File: src/flk_pkg.sv
// Constants and types shared by the flash lock and status controller
package flk_pkg;
  localparam int ADDR_W = 22;
  localparam int DATA_W = 16;

  // Controller register byte offsets
  localparam logic [3:0] CTRL_OFS = 4'h0;
  localparam logic [3:0] ADDR_OFS = 4'h4;
  localparam logic [3:0] STAT_OFS = 4'h8;
  localparam logic [3:0] WP_OFS = 4'hc;
  localparam int CTRL_GO_BIT = 4;
  localparam int STAT_BUSY_BIT = 31;
  localparam int STAT_LOCK_LSB = 8;

  // Flash command codes
  localparam logic [7:0] CMD_LOCK_SETUP = 8'h60;
  localparam logic [7:0] CMD_LOCK = 8'h01;
  localparam logic [7:0] CMD_UNLOCK = 8'hd0;
  localparam logic [7:0] CMD_LOCKDOWN = 8'h2f;
  localparam logic [7:0] CMD_READ_ID = 8'h90;
  localparam logic [7:0] CMD_READ_STATUS = 8'h70;
  localparam logic [7:0] CMD_CLEAR_STATUS = 8'h50;
  localparam logic [7:0] CMD_READ_ARRAY = 8'hff;
  localparam logic [ADDR_W-1:0] LOCK_STAT_OFS = 22'h000002;

  // Field positions of the operation status word
  localparam int SR_ENGINE_READY = 7;
  localparam int SR_ERASE_PAUSED = 6;
  localparam int SR_ERASE_FAIL = 5;
  localparam int SR_PROGRAM_FAIL = 4;
  localparam int SR_SUPPLY_LOW = 3;
  localparam int SR_PROGRAM_PAUSED = 2;
  localparam int SR_LOCK_VIOLATION = 1;
  localparam int SR_RESERVED = 0;
  localparam logic [7:0] SR_RESERVED_MASK = 8'hfe;
  localparam int LOCKED_BIT = 0;
  localparam int LOCKDOWN_BIT = 1;

  // Bus timing at 250 MHz
  localparam int CLK_PERIOD_PS = 4000;
  localparam int STROBE_NS = 60;
  localparam int ACCESS_NS = 80;
  localparam int RESET_PULSE_NS = 100;
  localparam int STROBE_CYC = (STROBE_NS * 1000 + CLK_PERIOD_PS - 1) / CLK_PERIOD_PS;
  localparam int ACCESS_CYC = (ACCESS_NS * 1000 + CLK_PERIOD_PS - 1) / CLK_PERIOD_PS;
  localparam int RESET_CYC = (RESET_PULSE_NS * 1000 + CLK_PERIOD_PS - 1) / CLK_PERIOD_PS;
  localparam int CNT_W = 8;

  typedef enum logic [2:0] {
    OP_LOCK, OP_UNLOCK, OP_LOCKDOWN, OP_READ_LOCK, OP_READ_STATUS, OP_CLEAR_STATUS,
    OP_RESET, OP_NONE
  } flk_op_e;

  typedef struct packed {
    logic last;
    logic rd;
    logic plus2;
    logic [7:0] data;
  } flk_step_s;
endpackage

File: src/flk_cyc_if.sv
// Carries one flash bus cycle request and its answer between sequencer and bus engine
interface flk_cyc_if;
  logic req;
  logic rd;
  logic [flk_pkg::ADDR_W-1:0] addr;
  logic [flk_pkg::DATA_W-1:0] wdata;
  logic done;
  logic [flk_pkg::DATA_W-1:0] rdata;
  modport seq (output req, output rd, output addr, output wdata, input done, input rdata);
  modport eng (input req, input rd, input addr, input wdata, output done, output rdata);
endinterface

File: src/flk_cycle.sv
// Flash bus engine: runs one timed write or read cycle on the flash pins
module flk_cycle (
  input wire logic clk_i,
  input wire logic reset_i,
  flk_cyc_if.eng cyc,
  output logic [flk_pkg::ADDR_W-1:0] fl_addr_o,
  input wire logic [flk_pkg::DATA_W-1:0] fl_dq_i,
  output logic [flk_pkg::DATA_W-1:0] fl_dq_o,
  output logic fl_dq_oe_o,
  output logic fl_ce_n_o,
  output logic fl_oe_n_o,
  output logic fl_we_n_o
);
  import flk_pkg::*;

  typedef enum logic [1:0] {C_IDLE, C_SETUP, C_STROBE, C_HOLD} flk_cst_e;
  typedef struct packed {
    flk_cst_e st;
    logic [CNT_W-1:0] cnt;
    logic rd;
    logic [ADDR_W-1:0] addr;
    logic [DATA_W-1:0] wdata;
    logic [DATA_W-1:0] rdata;
    logic dq_oe;
    logic ce_n;
    logic oe_n;
    logic we_n;
    logic done;
  } flk_cyc_s;

  flk_cyc_s r, next_r;

  always_comb begin
    next_r = r;
    next_r.done = 1'b0;
    case (r.st)
      C_IDLE: begin
        if (cyc.req) begin
          next_r.st = C_SETUP;
          next_r.rd = cyc.rd;
          next_r.addr = cyc.addr;
          next_r.wdata = cyc.wdata;
          next_r.ce_n = 1'b0;
          next_r.dq_oe = ~cyc.rd;
        end
      end
      C_SETUP: begin
        next_r.st = C_STROBE;
        next_r.cnt = r.rd ? CNT_W'(ACCESS_CYC - 1) : CNT_W'(STROBE_CYC - 1);
        next_r.oe_n = ~r.rd;
        next_r.we_n = r.rd;
      end
      C_STROBE: begin
        if (r.cnt == '0) begin
          // Sample at the end of the access window, before output enable rises
          if (r.rd) begin
            next_r.rdata = fl_dq_i;
          end
          next_r.oe_n = 1'b1;
          next_r.we_n = 1'b1;
          next_r.st = C_HOLD;
        end else begin
          next_r.cnt = r.cnt - 1'b1;
        end
      end
      C_HOLD: begin
        // Data and address held one cycle past the strobe edge
        next_r.ce_n = 1'b1;
        next_r.dq_oe = 1'b0;
        next_r.done = 1'b1;
        next_r.st = C_IDLE;
      end
      default: next_r.st = C_IDLE;
    endcase
  end

  always_ff @(posedge clk_i) begin
    if (reset_i) begin
      r <= '0;
      r.st <= C_IDLE;
      r.ce_n <= 1'b1;
      r.oe_n <= 1'b1;
      r.we_n <= 1'b1;
    end else begin
      r <= next_r;
    end
  end

  assign cyc.done = r.done;
  assign cyc.rdata = r.rdata;
  assign fl_addr_o = r.addr;
  assign fl_dq_o = r.wdata;
  assign fl_dq_oe_o = r.dq_oe;
  assign fl_ce_n_o = r.ce_n;
  assign fl_oe_n_o = r.oe_n;
  assign fl_we_n_o = r.we_n;
endmodule

File: src/flk_ctrl.sv
// Host controller that locks, unlocks and inspects flash blocks through the flash pins
//
// Summary of operation
// - Host masks reserved status bit zero.
// - Lock: write 0x60 then 0x01.
// - Unlock: write 0x60 then 0xD0.
// - Lockdown: write 0x60 then 0x2F.
// - Identifier mode reads lock bits at +2.
// - Host trusts results only when ready.
module flk_ctrl (
  input wire logic clk_i,
  input wire logic reset_i,
  input wire logic [3:0] addr_i,
  input wire logic [31:0] wdata_i,
  input wire logic wr_i,
  input wire logic rd_i,
  output logic [31:0] rdata_o,
  output logic [flk_pkg::ADDR_W-1:0] fl_addr_o,
  input wire logic [flk_pkg::DATA_W-1:0] fl_dq_i,
  output logic [flk_pkg::DATA_W-1:0] fl_dq_o,
  output logic fl_dq_oe_o,
  output logic fl_ce_n_o,
  output logic fl_oe_n_o,
  output logic fl_we_n_o,
  output logic fl_wp_o,
  output logic fl_rst_n_o
);
  import flk_pkg::*;

  typedef enum logic [1:0] {S_IDLE, S_ISSUE, S_WAIT, S_RESET} flk_sst_e;
  typedef struct packed {
    flk_sst_e st;
    flk_op_e op;
    logic [1:0] idx;
    logic [ADDR_W-1:0] block;
    logic wp;
    logic rst_n;
    logic [CNT_W-1:0] cnt;
    logic [1:0] lock_bits;
    logic [7:0] status;
    logic [31:0] rdata;
  } flk_ctl_s;

  flk_ctl_s r, next_r;
  flk_step_s step;

  // Both fail bits beside a ready engine mean the flash saw a bad command sequence
  function automatic logic seq_error(input logic [7:0] sr);
    return sr[SR_ENGINE_READY] & sr[SR_ERASE_FAIL] & sr[SR_PROGRAM_FAIL];
  endfunction

  // Each operation is a short list of bus cycles; the last one ends the sequence
  function automatic flk_step_s seq_step(input flk_op_e op, input logic [1:0] idx);
    flk_step_s s;
    s = '{last: 1'b0, rd: 1'b0, plus2: 1'b0, data: CMD_LOCK_SETUP};
    case (op)
      OP_LOCK: begin
        if (idx != 2'd0) begin
          s = '{last: 1'b1, rd: 1'b0, plus2: 1'b0, data: CMD_LOCK};
        end
      end
      OP_UNLOCK: begin
        if (idx != 2'd0) s = '{last: 1'b1, rd: 1'b0, plus2: 1'b0, data: CMD_UNLOCK};
      end
      OP_LOCKDOWN: begin
        if (idx != 2'd0) s = '{last: 1'b1, rd: 1'b0, plus2: 1'b0, data: CMD_LOCKDOWN};
      end
      OP_READ_LOCK: begin
        // Identifier mode is left again so later array reads are not confused
        case (idx)
          2'd0: s = '{last: 1'b0, rd: 1'b0, plus2: 1'b0, data: CMD_READ_ID};
          2'd1: s = '{last: 1'b0, rd: 1'b1, plus2: 1'b1, data: 8'h00};
          default: s = '{last: 1'b1, rd: 1'b0, plus2: 1'b0, data: CMD_READ_ARRAY};
        endcase
      end
      OP_READ_STATUS: begin
        if (idx == 2'd0) begin
          s = '{last: 1'b0, rd: 1'b0, plus2: 1'b0, data: CMD_READ_STATUS};
        end else begin
          s = '{last: 1'b1, rd: 1'b1, plus2: 1'b0, data: 8'h00};
        end
      end
      OP_CLEAR_STATUS: begin
        // Back to array mode so a stray read never returns status by surprise
        if (idx == 2'd0) begin
          s = '{last: 1'b0, rd: 1'b0, plus2: 1'b0, data: CMD_CLEAR_STATUS};
        end else begin
          s = '{last: 1'b1, rd: 1'b0, plus2: 1'b0, data: CMD_READ_ARRAY};
        end
      end
      default: s = '{last: 1'b1, rd: 1'b0, plus2: 1'b0, data: CMD_READ_ARRAY};
    endcase
    return s;
  endfunction

  flk_cyc_if cyc ();

  assign step = seq_step(r.op, r.idx);
  assign cyc.req = (r.st == S_ISSUE);
  assign cyc.rd = step.rd;
  assign cyc.addr = step.plus2 ? r.block + LOCK_STAT_OFS : r.block;
  assign cyc.wdata = {8'h00, step.data};

  always_comb begin
    next_r = r;
    next_r.rdata = '0;
    if (rd_i) begin
      case (addr_i)
        CTRL_OFS: next_r.rdata = {29'h0, r.op};
        ADDR_OFS: next_r.rdata = {10'h000, r.block};
        STAT_OFS: begin
          next_r.rdata = '0;
          next_r.rdata[STAT_BUSY_BIT] = (r.st != S_IDLE);
          next_r.rdata[STAT_LOCK_LSB +: 2] = r.lock_bits;
          next_r.rdata[7:0] = r.status;
          next_r.rdata[STAT_LOCK_LSB + 2] = seq_error(r.status);
        end
        WP_OFS: next_r.rdata = {31'h0, r.wp};
        default: next_r.rdata = '0;
      endcase
    end
    if (wr_i) begin
      case (addr_i)
        ADDR_OFS: next_r.block = wdata_i[ADDR_W-1:0];
        WP_OFS: next_r.wp = wdata_i[0];
        default: ;
      endcase
    end
    case (r.st)
      S_IDLE: begin
        // A new order is only taken while idle; one in flight is never cut short
        if (wr_i && addr_i == CTRL_OFS && wdata_i[CTRL_GO_BIT]) begin
          next_r.op = flk_op_e'(wdata_i[2:0]);
          next_r.idx = 2'd0;
          if (flk_op_e'(wdata_i[2:0]) == OP_RESET) begin
            next_r.st = S_RESET;
            next_r.rst_n = 1'b0;
            next_r.cnt = CNT_W'(RESET_CYC - 1);
          end else if (flk_op_e'(wdata_i[2:0]) != OP_NONE) begin
            next_r.st = S_ISSUE;
          end
        end
      end
      S_ISSUE: next_r.st = S_WAIT;
      S_WAIT: begin
        if (cyc.done) begin
          next_r.st = S_ISSUE;
          if (r.op == OP_READ_LOCK && step.rd) begin
            next_r.lock_bits = {cyc.rdata[LOCKDOWN_BIT], cyc.rdata[LOCKED_BIT]};
          end
          if (r.op == OP_READ_STATUS && step.rd) begin
            next_r.status = cyc.rdata[7:0] & SR_RESERVED_MASK;
          end
          if (r.op == OP_READ_STATUS && step.rd && !cyc.rdata[SR_ENGINE_READY]) begin
            // Still busy: result bits are not trusted yet, so read again
            next_r.idx = r.idx;
          end else if (step.last) begin
            next_r.st = S_IDLE;
          end else begin
            next_r.idx = r.idx + 2'd1;
          end
        end
      end
      S_RESET: begin
        // Pulsing the flash reset returns every block to plain locked
        if (r.cnt == '0) begin
          next_r.rst_n = 1'b1;
          next_r.lock_bits = 2'b01;
          next_r.st = S_IDLE;
        end else begin
          next_r.cnt = r.cnt - 1'b1;
        end
      end
      default: next_r.st = S_IDLE;
    endcase
  end

  always_ff @(posedge clk_i) begin
    if (reset_i) begin
      r <= '0;
      r.st <= S_IDLE;
      r.op <= OP_NONE;
      r.rst_n <= 1'b1;
    end else begin
      r <= next_r;
    end
  end

  flk_cycle u_cycle (
    .clk_i(clk_i),
    .reset_i(reset_i),
    .cyc(cyc.eng),
    .fl_addr_o(fl_addr_o),
    .fl_dq_i(fl_dq_i),
    .fl_dq_o(fl_dq_o),
    .fl_dq_oe_o(fl_dq_oe_o),
    .fl_ce_n_o(fl_ce_n_o),
    .fl_oe_n_o(fl_oe_n_o),
    .fl_we_n_o(fl_we_n_o)
  );

  assign rdata_o = r.rdata;
  assign fl_wp_o = r.wp;
  assign fl_rst_n_o = r.rst_n;
endmodule

File: config.mk
export PLATFORM = sky130hd
export DESIGN_NAME = flk_ctrl
export DESIGN_NICKNAME = d
export VERILOG_FILES = /design/src/flk_pkg.sv /design/src/flk_cyc_if.sv /design/src/flk_cycle.sv /design/src/flk_ctrl.sv
export SDC_FILE = /design/constraint.sdc
export NUM_CORES = 1
export LEC_CHECK = 0
export BUFFER_PORTS_ARGS = -buffer_cell sky130_fd_sc_hd__buf_2
export CAP_MARGIN = 10
export CORE_AREA = 5 5 132 134
export CTS_CLUSTER_DIAMETER = 100
export DETAILED_ROUTE_END_ITERATION = 6
export DIE_AREA = 0 0 137 139
export SLEW_MARGIN = 20
export SYNTH_ARGS = -nofsm -noshare
export SYNTH_HDL_FRONTEND = slang
export SYNTH_SLANG_ARGS = --single-unit
File: constraint.sdc
create_clock -name clk_i -period 2 [get_ports clk_i]
set_input_delay 0.2 -clock clk_i [delete_from_list [all_inputs] [get_ports clk_i]]
set_output_delay 0.2 -clock clk_i [all_outputs]
set_load 0.02 [all_outputs]
==> impl.org, run 1 <==
** Status
- Status :: complete, no violations

** Clock tree
- For the worst-skew pair, the clock arrives at the later sink with an insertion delay of about 0.42 ns.
- CTS tree :: yes
- Maximum level of the CTS H-tree :: 4
- Clock buffer count from CTS :: 17
- Cell at the root of the clock tree :: clkbuf_16
- Buffers from clock root to sink, at most :: 2
- Post-cts hold buffer count :: 0
- The clock drives 123 sinks.
- After clock tree synthesis, the clock-pin slew on the worst setup and hold paths is about 0.06 ns.

** Power and ir drop
- Power density over the cells :: between 900 and 1000 nW/um^2
- Leakage power figure :: approximately 2.9 nW
- Total power consumption of the routed design :: about 6.5 mW
- VDD sags by at most roughly 0.6 mV.

** Final layout
- Final Cell Area :: roughly 7000 sq um
- The area growth from synthesis to layout is 18.6%.
- Count of filler cells inserted in the layout :: about 1600
- After the flow finishes, the layout carries non-filler instances totaling between 1000 and 1500.
- The repair_antennas step left the layout with diodes totalling 0.
- Leaving out fill and tap cells, the most frequent cell in the layout is dfxtp_1.
- In the layout the commonest cells are dfxtp_1 (121), buf_2 (96), nand2_1 (81).
- Nets :: around 850
- Of the cells placed in the final design, the portion with a size suffix greater than 1 is 24.6%.

** Synth
- Count of mapped cells out of synthesis :: slightly above 700
- Number of library cell types mapped by synthesis :: 67
- For this run, the register share of the synthesized area comes to about two fifths.
- Number of flops mapped to enable cells by yosys :: 0
- Most common flop cell mapped by yosys :: dfxtp_1
- Yosys printed 0 warnings.
- Share of synthesized flip-flops with an asynchronous set or reset :: 0%
- Synthesis inferred 123 register bits.
- Syn_area_per_cell :: 8.42 sq um
- Cell area after synthesis :: roughly 6000 sq um

** Timing
- Relative slew slack :: between 50% and 60%
- Slew at the pin closest to its max-slew limit :: about 0.64 ns
- The final critical path takes up 100% of the cycle.
- The smallest clock period supported by the final layout is computed as 2.00 ns.
- Skew final :: about 0.0074 ns
- The number of pins exceeding their max-slew limit in the final report is 0.
- Setup repair after global routing missed its margin :: yes
- Setup slack after layout :: approximately 0.00075 ns
- The hold violation total from the final report was 0.
- Highest Clock Rate :: between 0.5 and 0.6 GHz
- Setup violations remaining at the end of the flow were counted as 0.

** GRT
- The initial antenna violation count is 0.
- After global routing the overflow that remains totals 0.
- Entering global routing, the biggest net connects 31 pins.
- Number of global-route vias before repair :: roughly 5000
- Wire length of the first global-routing pass :: between 20000 and 30000 um
- For this run, the total global-route usage over all layers was measured as 16.7%.

** Floorplan
- The total area inside the core boundary comes to between 15000 and 20000 sq um.
- Die Y :: 139 um
- Chip Width :: around 140 um
- Placement row count :: 47
- For this design the top-level I/O count stands at ~130.
- Area enclosed by the die boundary :: 19000 sq um
- Starting density of the core :: between 30% and 40%

** Worst setup path
- The worst register-to-register path begins at r[75]$_SDFFE_PP0P_.
- Traced cell by cell, the critical path runs through inv_2 > ha_4 > nand4b_4 > or4_4 > or4_1 > a31oi_1.
- By startpoint and endpoint, the worst setup path is classified as reg -> reg.
- Among cell families on the critical path, the largest total delay comes from simple AND/OR/NAND/NOR gates.
- WP data arrival :: between 2 and 2.5 ns
- The number of cells on the worst reg-to-reg path is 6.
- Category of the worst setup path launch point :: flip-flop
- Across all register-to-register paths, the minimum setup slack is between 0.0007 and 0.0008 ns.
- STA classifies the critical path endpoint as a flip-flop.
- The worst register-to-register path ends at u_cycle.fl_addr_o[15]$_SDFFE_PP0P_.
- Critical-path top delay cell :: or4_4
- Worst path max stage delay :: 0.59 ns
- Cell count along the critical path :: 6
- Critical Path RT :: about 2.3 ns
- In this run the worst path has a maximum fanout of 8.
- The number of buffers and inverters on the critical path is 1.

** Placed design
- Number of instances in the placed design :: between 900 and 1000
- Timing analysis after detailed placement gives a worst setup slack of -0.0448 ns.
- Cell Area, Placed :: around 6500 sq um
- Detailed-placement wirelength estimate :: roughly 11000 um
- Weighted congestion at the end of routability-driven global placement :: 0.850
- # port buffers :: 96

** Routing
- The routed layout has between 5000 and 6000 vias.
- For this run, design rule violations remaining after detail routing come to 0.
- After the first detailed-routing iteration, the DRC count stood at 280.
- Via density :: between 5 and 6
- Summed over all layers, the routed wires come to 15700 um.
- Detailed-routing iteration count for the pre-antenna-repair pass :: 5
- Dividing the detail-routed wire length by the instance count gives ~16 um.
- Antenna viol nets, final :: 0

** Flow run
- Max-capacitance violation count :: 0

** Worst hold path
- The worst hold path belongs to the class in -> reg.
- For hold timing, the worst endpoint is u_cycle.cyc.rdata[5]$_SDFFE_PP0P_.
- The worst hold path begins at fl_dq_i[5].
- Counting instances, the worst hold path has a depth of 3.
worst reg2reg max path, cell delays in order, from the launching register on:
cell and delay, ns:
dfxtp_2 0.32, inv_2 0.07, ha_4 0.14, nand4b_4 0.11
or4_4 0.59, or4_1 0.48, a31oi_1 0.20
sequential cells by signal, summed over array words and instances (netlist names):
name / flops
fl_rst_n_o: 1
fl_wp_o: 1
r: 46
rdata_o: 23
u_cycle.cyc.done: 1
u_cycle.cyc.rdata: 8
u_cycle.fl_addr_o: 22
u_cycle.fl_ce_n_o: 1
u_cycle.fl_dq_o: 6
u_cycle.fl_dq_oe_o: 1
u_cycle.fl_oe_n_o: 1
u_cycle.fl_we_n_o: 1
u_cycle.r: 11
worst max path at each step:
stage | from | end | slack, ns
finish | r[75]$_SDFFE_PP0P_ | u_cycle.fl_addr_o[15]$_SDFFE_PP0P_ | 0.0007
global route | r[75]$_SDFFE_PP0P_ | u_cycle.fl_addr_o[15]$_SDFFE_PP0P_ | -0.08
floorplan | r[75]$_SDFFE_PP0P_ | u_cycle.fl_addr_o[15]$_SDFFE_PP0P_ | -0.008
detailed placement | r[75]$_SDFFE_PP0P_ | u_cycle.fl_addr_o[17]$_SDFFE_PP0P_ | -0.04
CTS | r[75]$_SDFFE_PP0P_ | u_cycle.fl_addr_o[15]$_SDFFE_PP0P_ | 0.003
global placement | r[75]$_SDFFE_PP0P_ | u_cycle.fl_addr_o[21]$_SDFFE_PP0P_ | -0.004
kinds of logic after synthesis:
| kind of cell | Yosys count | synth area share (%) |
|---|---|---|
| xor gates and xnor gates | 9 | 1.31 |
| buffers and inverters | 133 | 12.9 |
| other | 1 | 0.0624 |
| DFF | 123 | 41.0 |
| AOI/OAI and AO/OA | 169 | 17.6 |
| muxes | 23 | 3.85 |
| and+or+nand+nor | 244 | 20.8 |
| adders and majority gates | 12 | 2.50 |
cell type report:
type	instances	area (sq um)	share of cell area (%)
clock inverter	9	123	1.72
clock buffer	20	457	6.40
sequential	123	2460	34.6
tap	220	275	3.86
inverter	21	78.8	1.11
timing repair buffer	146	860	12.1
multi-input combinational	474	2870	40.3
per-stage QoR:
stage / hold slack [ns] / setup TNS [ns] / util (%)
after global placement: 0.438 / -0.00627 / 40.3
after detailed placement: 0.444 / -0.119 / 40.3
after global routing: 0.0219 / -0.296 / 44.1
final: 0.0182 / 0 / 44.1
after floorplan: 0.336 / -0.00832 / -
after CTS: 0.00390 / 0 / 44.0
cell usage after synthesis, drive strengths merged, types with 3 or more instances:
cell type / n / share of area (%)
dfxtp: 123 / 41
nand2: 81 / 5.1
buf: 76 / 9.3
nor2: 54 / 3.4
a21oi: 50 / 4.2
o21ai: 44 / 3.7
clkbuf: 36 / 2.3
mux2i: 22 / 3.7
inv: 21 / 1.3
nand3: 20 / 1.7
a31oi: 18 / 1.9
and2: 15 / 1.6
ha: 12 / 2.5
or4: 11 / 1.4
a22oi: 10 / 1.2
nand4: 7 / 0.73
nor3: 7 / 0.58
o31ai: 7 / 0.87
or3: 7 / 0.73
xnor2: 7 / 1.0
a211oi: 6 / 0.75
and3: 6 / 0.62
a2111oi: 5 / 0.73
nand2b: 5 / 0.52
nor2b: 5 / 0.52
a311oi: 4 / 0.58
nor4: 4 / 0.52
or2: 4 / 0.42
and4: 3 / 0.44
nor4b: 3 / 0.54
nor4bb: 3 / 0.50
o211ai: 3 / 0.37
repair_timing:
action,in CTS,in global routing
endpoints found under the hold margin,0,0
endpoints found under the setup margin,6,17
setup buffers,1,0
resized for setup,0,7
pin swaps,5,3
metal layers:
metal / routed length [um] / up-vias / share of wire (%) / track usage (%)
li1: - / 2581 / - / -
met1: 7000 / 2426 / 44 / 21.6
met2: 7380 / 147 / 47 / 26.7
met3: 1060 / 28 / 6.7 / 4.21
met4: 294 / 0 / 1.9 / 6.25
met5: 0 / - / 0 / 0
report_power, final:
part	switching [mW]	total (mW)	internal, mW
combinational	0.507	0.850	0.343
sequential	0.0820	2.63	2.55
clock	1.08	3.07	1.99
total	1.67	6.55	4.88
Note: power is estimated with default switching activity, not from simulation.
==> run 2: changes to the inputs <==
- CAP_MARGIN: 10 -> 20
- CELL_PAD_IN_SITES_DETAIL_PLACEMENT: default -> 1
- CELL_PAD_IN_SITES_GLOBAL_PLACEMENT: default -> 1
- CORE_AREA: 5 5 132 134 -> 5 5 136 138
- DIE_AREA: 0 0 137 139 -> 0 0 141 143
- PLACE_DENSITY_LB_ADDON: default -> 0.1
==> run 2 against run 1 <==
  * Core utilization is 2.0 points lower
  * Worst hold slack worse by 0.00090 ns
  * Global-route usage is 1.1 points higher
  * Power is 1.8% lower
  * Maximum frequency is 0.38% higher
  * Sequential share of layout area is 0.20 points lower
  * Final cell count is 0.99% higher
  * Clock power is 5% lower
==> impl.org, run 2 (synthesis gave the netlist of run 1 again) <==
** Power and ir drop
- Switching share of total power :: between 20 and 30%
- Total power consumption of the routed design :: 6.43 mW
- IR Drop Worst-Case VDD :: about 0.58 mV
- Power density over the cells :: about 900 nW/um^2
- Combinational power share :: between 10 and 15%
- For this design the static power due to leakage is 2.89 nW.
- Sw power :: between 1.5 and 2 mW
- Sequential power share :: around two fifths
- Internal power contribution :: 4.63 mW
- The clock network burns a little under half of the power.

** Final layout
- For this run, the share of the core covered by cells in the final layout is between 40% and 50%.
- Register ranked first by flip-flop count :: r
- Commonest cells after routing, fill and taps aside :: dfxtp_1 (121), buf_2 (96), nand2_1 (81)
- Fraction of layout cells with a size suffix above 1 :: between 20% and 30%
- Leaving out filler cells and counting taps, the final layout contains roughly 1000.
- Antenna diode instance count :: 0
- Area grow syn2layout :: 19.3%
- The final layout contains ~850 nets.
- Flip-flop count of the largest register after layout :: 46
- Most common cell after layout, fill and taps aside :: dfxtp_1
- Once layout is done, the placed cells without fillers occupy 7170 sq um.

** Status
- The run finished with clean final reports.

** Routing
- Via density :: roughly 5.1
- In the final routed layout, each cell accounts on average for between 15 and 20 um.
- Remaining design rule violation count :: 0
- Detailed-routing iteration count for the pre-antenna-repair pass :: 4
- Antenna viol nets, final :: 0
- The routed design has roughly 18000 um of wire.
- Across all layers, the routed design uses approximately 5200 vias.
- Initial detailed-routing violation count :: roughly 260

** Timing
- Final Hold Fails :: 0
- Worst hold slack across all endpoints :: about 0.017 ns
- Setup violations remaining at the end of the flow were counted as 0.
- Static timing analysis puts the maximum clock frequency at 0.502 GHz.
- The clock period could shrink to ~2.0 ns.
- The worst path uses between 90 and 100% of the clock period.
- The worst path meets setup with roughly 0.0083 ns of slack.
- Setup repair after global routing could not meet its margin everywhere.
- Pins Over Slew Limit :: 0
- Adding up every negative setup slack in the final design gives 0 ns.
- Clock skew on the completed layout was measured at 0.00800 ns.
- Relative slew slack :: 55.3%
- For the pin with the worst max-slew slack, the measured transition is 0.668 ns.

** Floorplan
- The region available for standard cell placement spans 17100 sq um.
- Chip Width :: approximately 140 um
- The initial utilization of the core area, before any placement, comes to about a third.
- Pin placement for this block handled between 100 and 150 I/O pins.
- Die Y :: between 100 and 150 um
- The die covers just over 20000 sq um.
- In this run the core area contains 48 standard-cell rows.

** Placed design
- Detailed-placement wirelength estimate :: approximately 13000 um
- OpenSTA, run right after detailed placement, puts the worst setup slack at -0.200 ns.
- Weighted congestion at the end of routability-driven global placement :: 0.827
- Cell Area, Placed :: 6540 sq um
- Number of instances in the placed design :: between 900 and 1000
- During placement, the flow inserted port buffers numbering 96.

** Worst setup path
- Worst-path fanout max :: 8
- Data arrives at the worst endpoint at 2.33 ns.
- The critical path is of the reg -> reg type.
- STA classifies the critical path startpoint as a flip-flop.
- Critical Path RT :: roughly 2.3 ns
- The worst setup path is captured at a flip-flop.

** Clock tree
- TritonCTS built the clock tree.
- CTS built an H-tree with a depth of 4.
- Clock-pin slew was measured on the worst setup and hold paths at 0.06 ns.
- Total number of clock tree sinks :: around 120
- The clock reaches the later pin of the worst-skew pair after about 0.42 ns.
- Clock buffer count from CTS :: 17
- The number of hold buffers added after CTS was 0.
- Cell at the root of the clock tree :: clkbuf_16
- The longest clock path from root to sink contains 2 buffers.

** GRT
- Wire length of the first global-routing pass :: between 20000 and 30000 um
- Across every metal layer, demand over resource in global routing totals 17.8%.
- Number of antenna violations at the first check in global routing :: 1
- Global routing finished with a remaining overflow of 0.
- The number of global-route vias before repair came to approximately 5500.
- Largest net degree at the start of global routing :: 42

** Worst hold path
- Class of the worst hold path :: in -> reg

** Flow run
- Max-capacitance violation count :: 0
==> run 2: area by class of cell <==
type,count,area (sq um)
clock buffer,19,443
tap,225,282
clock inverter,13,123
fill,2060,9880
multi-input combinational,474,2890
timing repair buffer,148,891
sequential,123,2460
inverter,21,78.8
==> run 2: critical path, stage by stage (launching register included) <==
cell,delay [ns]
dfxtp_2,0.33
inv_2,0.07
ha_4,0.14
nand4b_4,0.10
or4_4,0.61
or4_1,0.50
a31oi_1,0.18
==> run 2: worst paths after layout <==
| check | startpoint | endpoint | slack, ns | depth (start not counted) |
|---|---|---|---|---|
| setup / recovery | r[75]$_SDFFE_PP0P_ | u_cycle.fl_addr_o[15]$_SDFFE_PP0P_ | 0.008 | 6 |
| hold / removal | fl_dq_i[3] | u_cycle.cyc.rdata[3]$_SDFFE_PP0P_ | 0.02 | 3 |
| setup reg to reg | r[75]$_SDFFE_PP0P_ | u_cycle.fl_addr_o[15]$_SDFFE_PP0P_ | 0.008 | 6 |
| hold reg to reg | u_cycle.fl_dq_o[5]$_SDFFE_PP0P_ | u_cycle.fl_dq_o[5]$_SDFFE_PP0P_ | 0.46 | 2 |
==> run 2: layer usage <==
metal | up-vias | track usage [%] | wire length [um]
met5 | - | 0 | 7
met4 | 2 | 6.78 | 364
met3 | 26 | 3.95 | 667
met2 | 95 | 30.9 | 8870
met1 | 2532 | 21.7 | 7700
li1 | 2584 | - | -
==> run 2: power by group through the flow <==
| stage | Combinational (mW) | Sequential, mW | Clock (mW) |
|---|---|---|---|
| finish | 0.887 | 2.63 | 2.92 |
| CTS | 0.878 | 2.63 | 2.99 |
| floorplan | 0.577 | 2.68 | 0 |
| global route | 0.989 | 2.64 | 3.11 |
| global placement | 0.832 | 2.68 | 0 |
| detailed placement | 0.872 | 2.68 | 0 |
==> run 2: timing repair <==
action / 4_1_cts / 5_1_grt
pin swaps: 7 / 6
resized for setup: 4 / 6
buffers inserted: 1 / 1
setup endpoints to repair: 14 / 31
==> run 3: changes to the inputs <==
- clock period: 2 -> 1.78 ns (I/O delays scaled with it)
==> run 3 against run 2 <==
  * The run now ends with negative setup slack left
  * Register-to-register slack worse by 0.19 ns
  * Final cell count up 4.0%
  * First-iteration DRC count down 21%
  * Sequential cell count unchanged
  * Sequential share of layout area down 2.6 points
  * Via count up 4.5%
  * Largest cell class unchanged
  * Combinational power up 34%
  * Critical path type unchanged
  * Clock power up 22%
==> impl.org, run 3 (synthesis gave the netlist of run 1 again) <==
** Timing
- Highest Clock Rate :: 0.511 GHz
- Final Hold Fails :: 0
- Final worst-path cycle share :: 110%
- Setup repair after global routing could not meet its margin everywhere.
- Minimum period implied by the final worst setup slack :: roughly 2.0 ns
- Setup slack after layout :: -0.177 ns
- At the pin with the least slew margin, the transition time is 0.643 ns.
- Worst hold slack across all endpoints :: 0.0108 ns
- Pins Over Slew Limit :: 0
- Skew final :: ~0.0063 ns
- Setup violations remaining at the end of the flow were counted as 12.
- The worst pin sits at a relative slew slack of 56.9%.
- For the final routed database, the setup TNS stands at -1.27 ns.

** Final layout
- In the final layout, the share of cells above drive strength 1 is between 30% and 40%.
- Count of filler cells inserted in the layout :: slightly above 2000
- Flip-flop count of the largest register after layout :: 46
- Most common cell after layout, fill and taps aside :: dfxtp_1
- Nets :: between 800 and 900
- After routing the design area is between 7000 and 8000 sq um.
- For this run, the share of the core covered by cells in the final layout is a little under half.
- Register ranked first by flip-flop count :: r
- The finished layout holds between 1000 and 1500 standard cells, fillers aside.
- Leaving out fill and tap cells, the most frequent cells in the layout are dfxtp_1 (117), buf_2 (96), nand2_1 (81).
- In the final layout, the multi-input gates occupy approximately 3000 sq um.
- From synthesis to final layout, the design area changed by 29.5%.
- The repair_antennas step left the layout with diodes totalling 0.
- FF/Latch Area :: about 2500 sq um

** Placed design
- Detailed-placement wirelength estimate :: around 14000 um
- The placed instances occupy a cell area of about 6800 sq um.
- Routability-driven placement finished with a final weighted congestion of 0.823.
- Setup slack at placement :: -0.289 ns
- Counting tap cells, the placed design contains a total of between 1000 and 1500 instances.
- # port buffers :: 96

** Worst setup path
- Capturing element type of the critical path :: flip-flop
- Worst-path fanout max :: 8
- Critical Path RT :: between 2 and 2.5 ns
- CP startpoint :: r[75]$_SDFFE_PP0P_
- Data arrives at the worst endpoint at around 2.3 ns.
- By startpoint and endpoint, the worst setup path is classified as reg -> reg.
- The startpoint identified for the worst register-to-register timing path is r[75]$_SDFFE_PP0P_.
- Category of the worst setup path launch point :: flip-flop

** Floorplan
- Area enclosed by the die boundary :: ~20000 sq um
- Placement row count :: 48
- For this configuration, the core starts out at a cell density of about a third.
- Core outline area :: around 17000 sq um
- about 130 I/O pins were placed.
- Chip Width :: 141 um
- The floorplan step set the die height to ~140 um.

** Flow run
- The tool flagged a number of max-cap violations equal to 0.

** Power and ir drop
- Leakage power figure :: approximately 3.2 nW
- Power density over the cells :: between 900 and 1000 nW/um^2
- IR analysis of the VDD net gives a maximum drop of 0.544 mV.
- Total power consumption of the routed design :: about 7.7 mW

** GRT
- Combined global-route utilization of all metal layers :: ~18%
- Wire length of the first global-routing pass :: ~30000 um
- The initial antenna violation count came to 0.
- Gr ovfl total :: 0
- Entering global routing, the biggest net connects 55 pins.
- The number of global-route vias before repair came to roughly 5800.

** Worst hold path
- Class of the worst hold path :: in -> reg
- The startpoint identified for the worst hold timing path is fl_dq_i[7].

** Status
- The run finished, with violations left.
- Violations in the final reports :: negative setup slack

** Routing
- Detailed Route WL :: about 19000 um
- Remaining design rule violation count :: 0
- In the routed layout, each cell is associated on average with a via count of roughly 5.
- Dividing the detail-routed wire length by the instance count gives roughly 18 um.
- Initial detailed-routing violation count :: 205
- Detailed routing inserted a total of 5476 vias.
- The detail route stage leaves a number of antenna-violating nets equal to 0.
- The first TritonRoute pass finished after 4 iterations.

** Clock tree
- The clock passes through at most 2 buffers.
- Clock transition at path regs :: ~0.05 ns
- Maximum level of the CTS H-tree :: 4
- Total number of clock tree sinks :: between 100 and 150
- In this run, CTS created clock tree buffers numbering 17.
- CTS tree :: yes
- The tree is rooted in a clkbuf_16.
- The later pin in the worst-skew pair is clocked with a latency of roughly 0.41 ns.
[run 3: layer usage]
layer  wire [um]  GRT usage, %  vias to the layer above
li1            -             -                     2654
met1        8340          22.0                     2703
met2        9480          33.3                       96
met3         519          3.78                       23
met4         291          5.81                        0
met5           0             0                        -
[run 3: where the power goes]
part | leakage [nW] | switching [mW] | total, mW | internal, mW
clock | 0.291 | 1.25 | 3.55 | 2.31
sequential | 0.996 | 0.113 | 2.97 | 2.86
combinational | 1.90 | 0.675 | 1.19 | 0.518
total | 3.19 | 2.03 | 7.72 | 5.69
[run 3: final cells by class]
class	count	area share (%)
Multi-Input combinational cell	474	39.7
Sequential cell	123	31.8
Timing Repair Buffer	189	16.2
Clock buffer	25	6.24
Tap cell	225	3.62
Clock inverter	7	1.45
Inverter	21	1.08
[run 3: final timing paths]
path                                   endpoint  slack, ns  depth (start not counted)
max          u_cycle.fl_addr_o[15]$_SDFFE_PP0P_      -0.18                          6
min           u_cycle.cyc.rdata[7]$_SDFFE_PP0P_       0.01                          3
max reg2reg  u_cycle.fl_addr_o[15]$_SDFFE_PP0P_      -0.18                          6
min reg2reg     u_cycle.fl_dq_o[5]$_SDFFE_PP0P_       0.46                          2
[run 3: timing repair]
item | CTS | global route
setup endpoints to repair | 35 | 49
pin swaps | 8 | 18
hold buffers | 6 | 1
resized for setup | 18 | 39
setup buffers | 5 | 4
endpoints found under the hold margin | 6 | 1
[run 3: critical path: stages (launching register included)]
cell	delay, ns
dfxtp_2	0.32
inv_2	0.08
ha_4	0.14
nand4b_4	0.10
or4_4	0.59
or4_4	0.53
a31oi_1	0.13
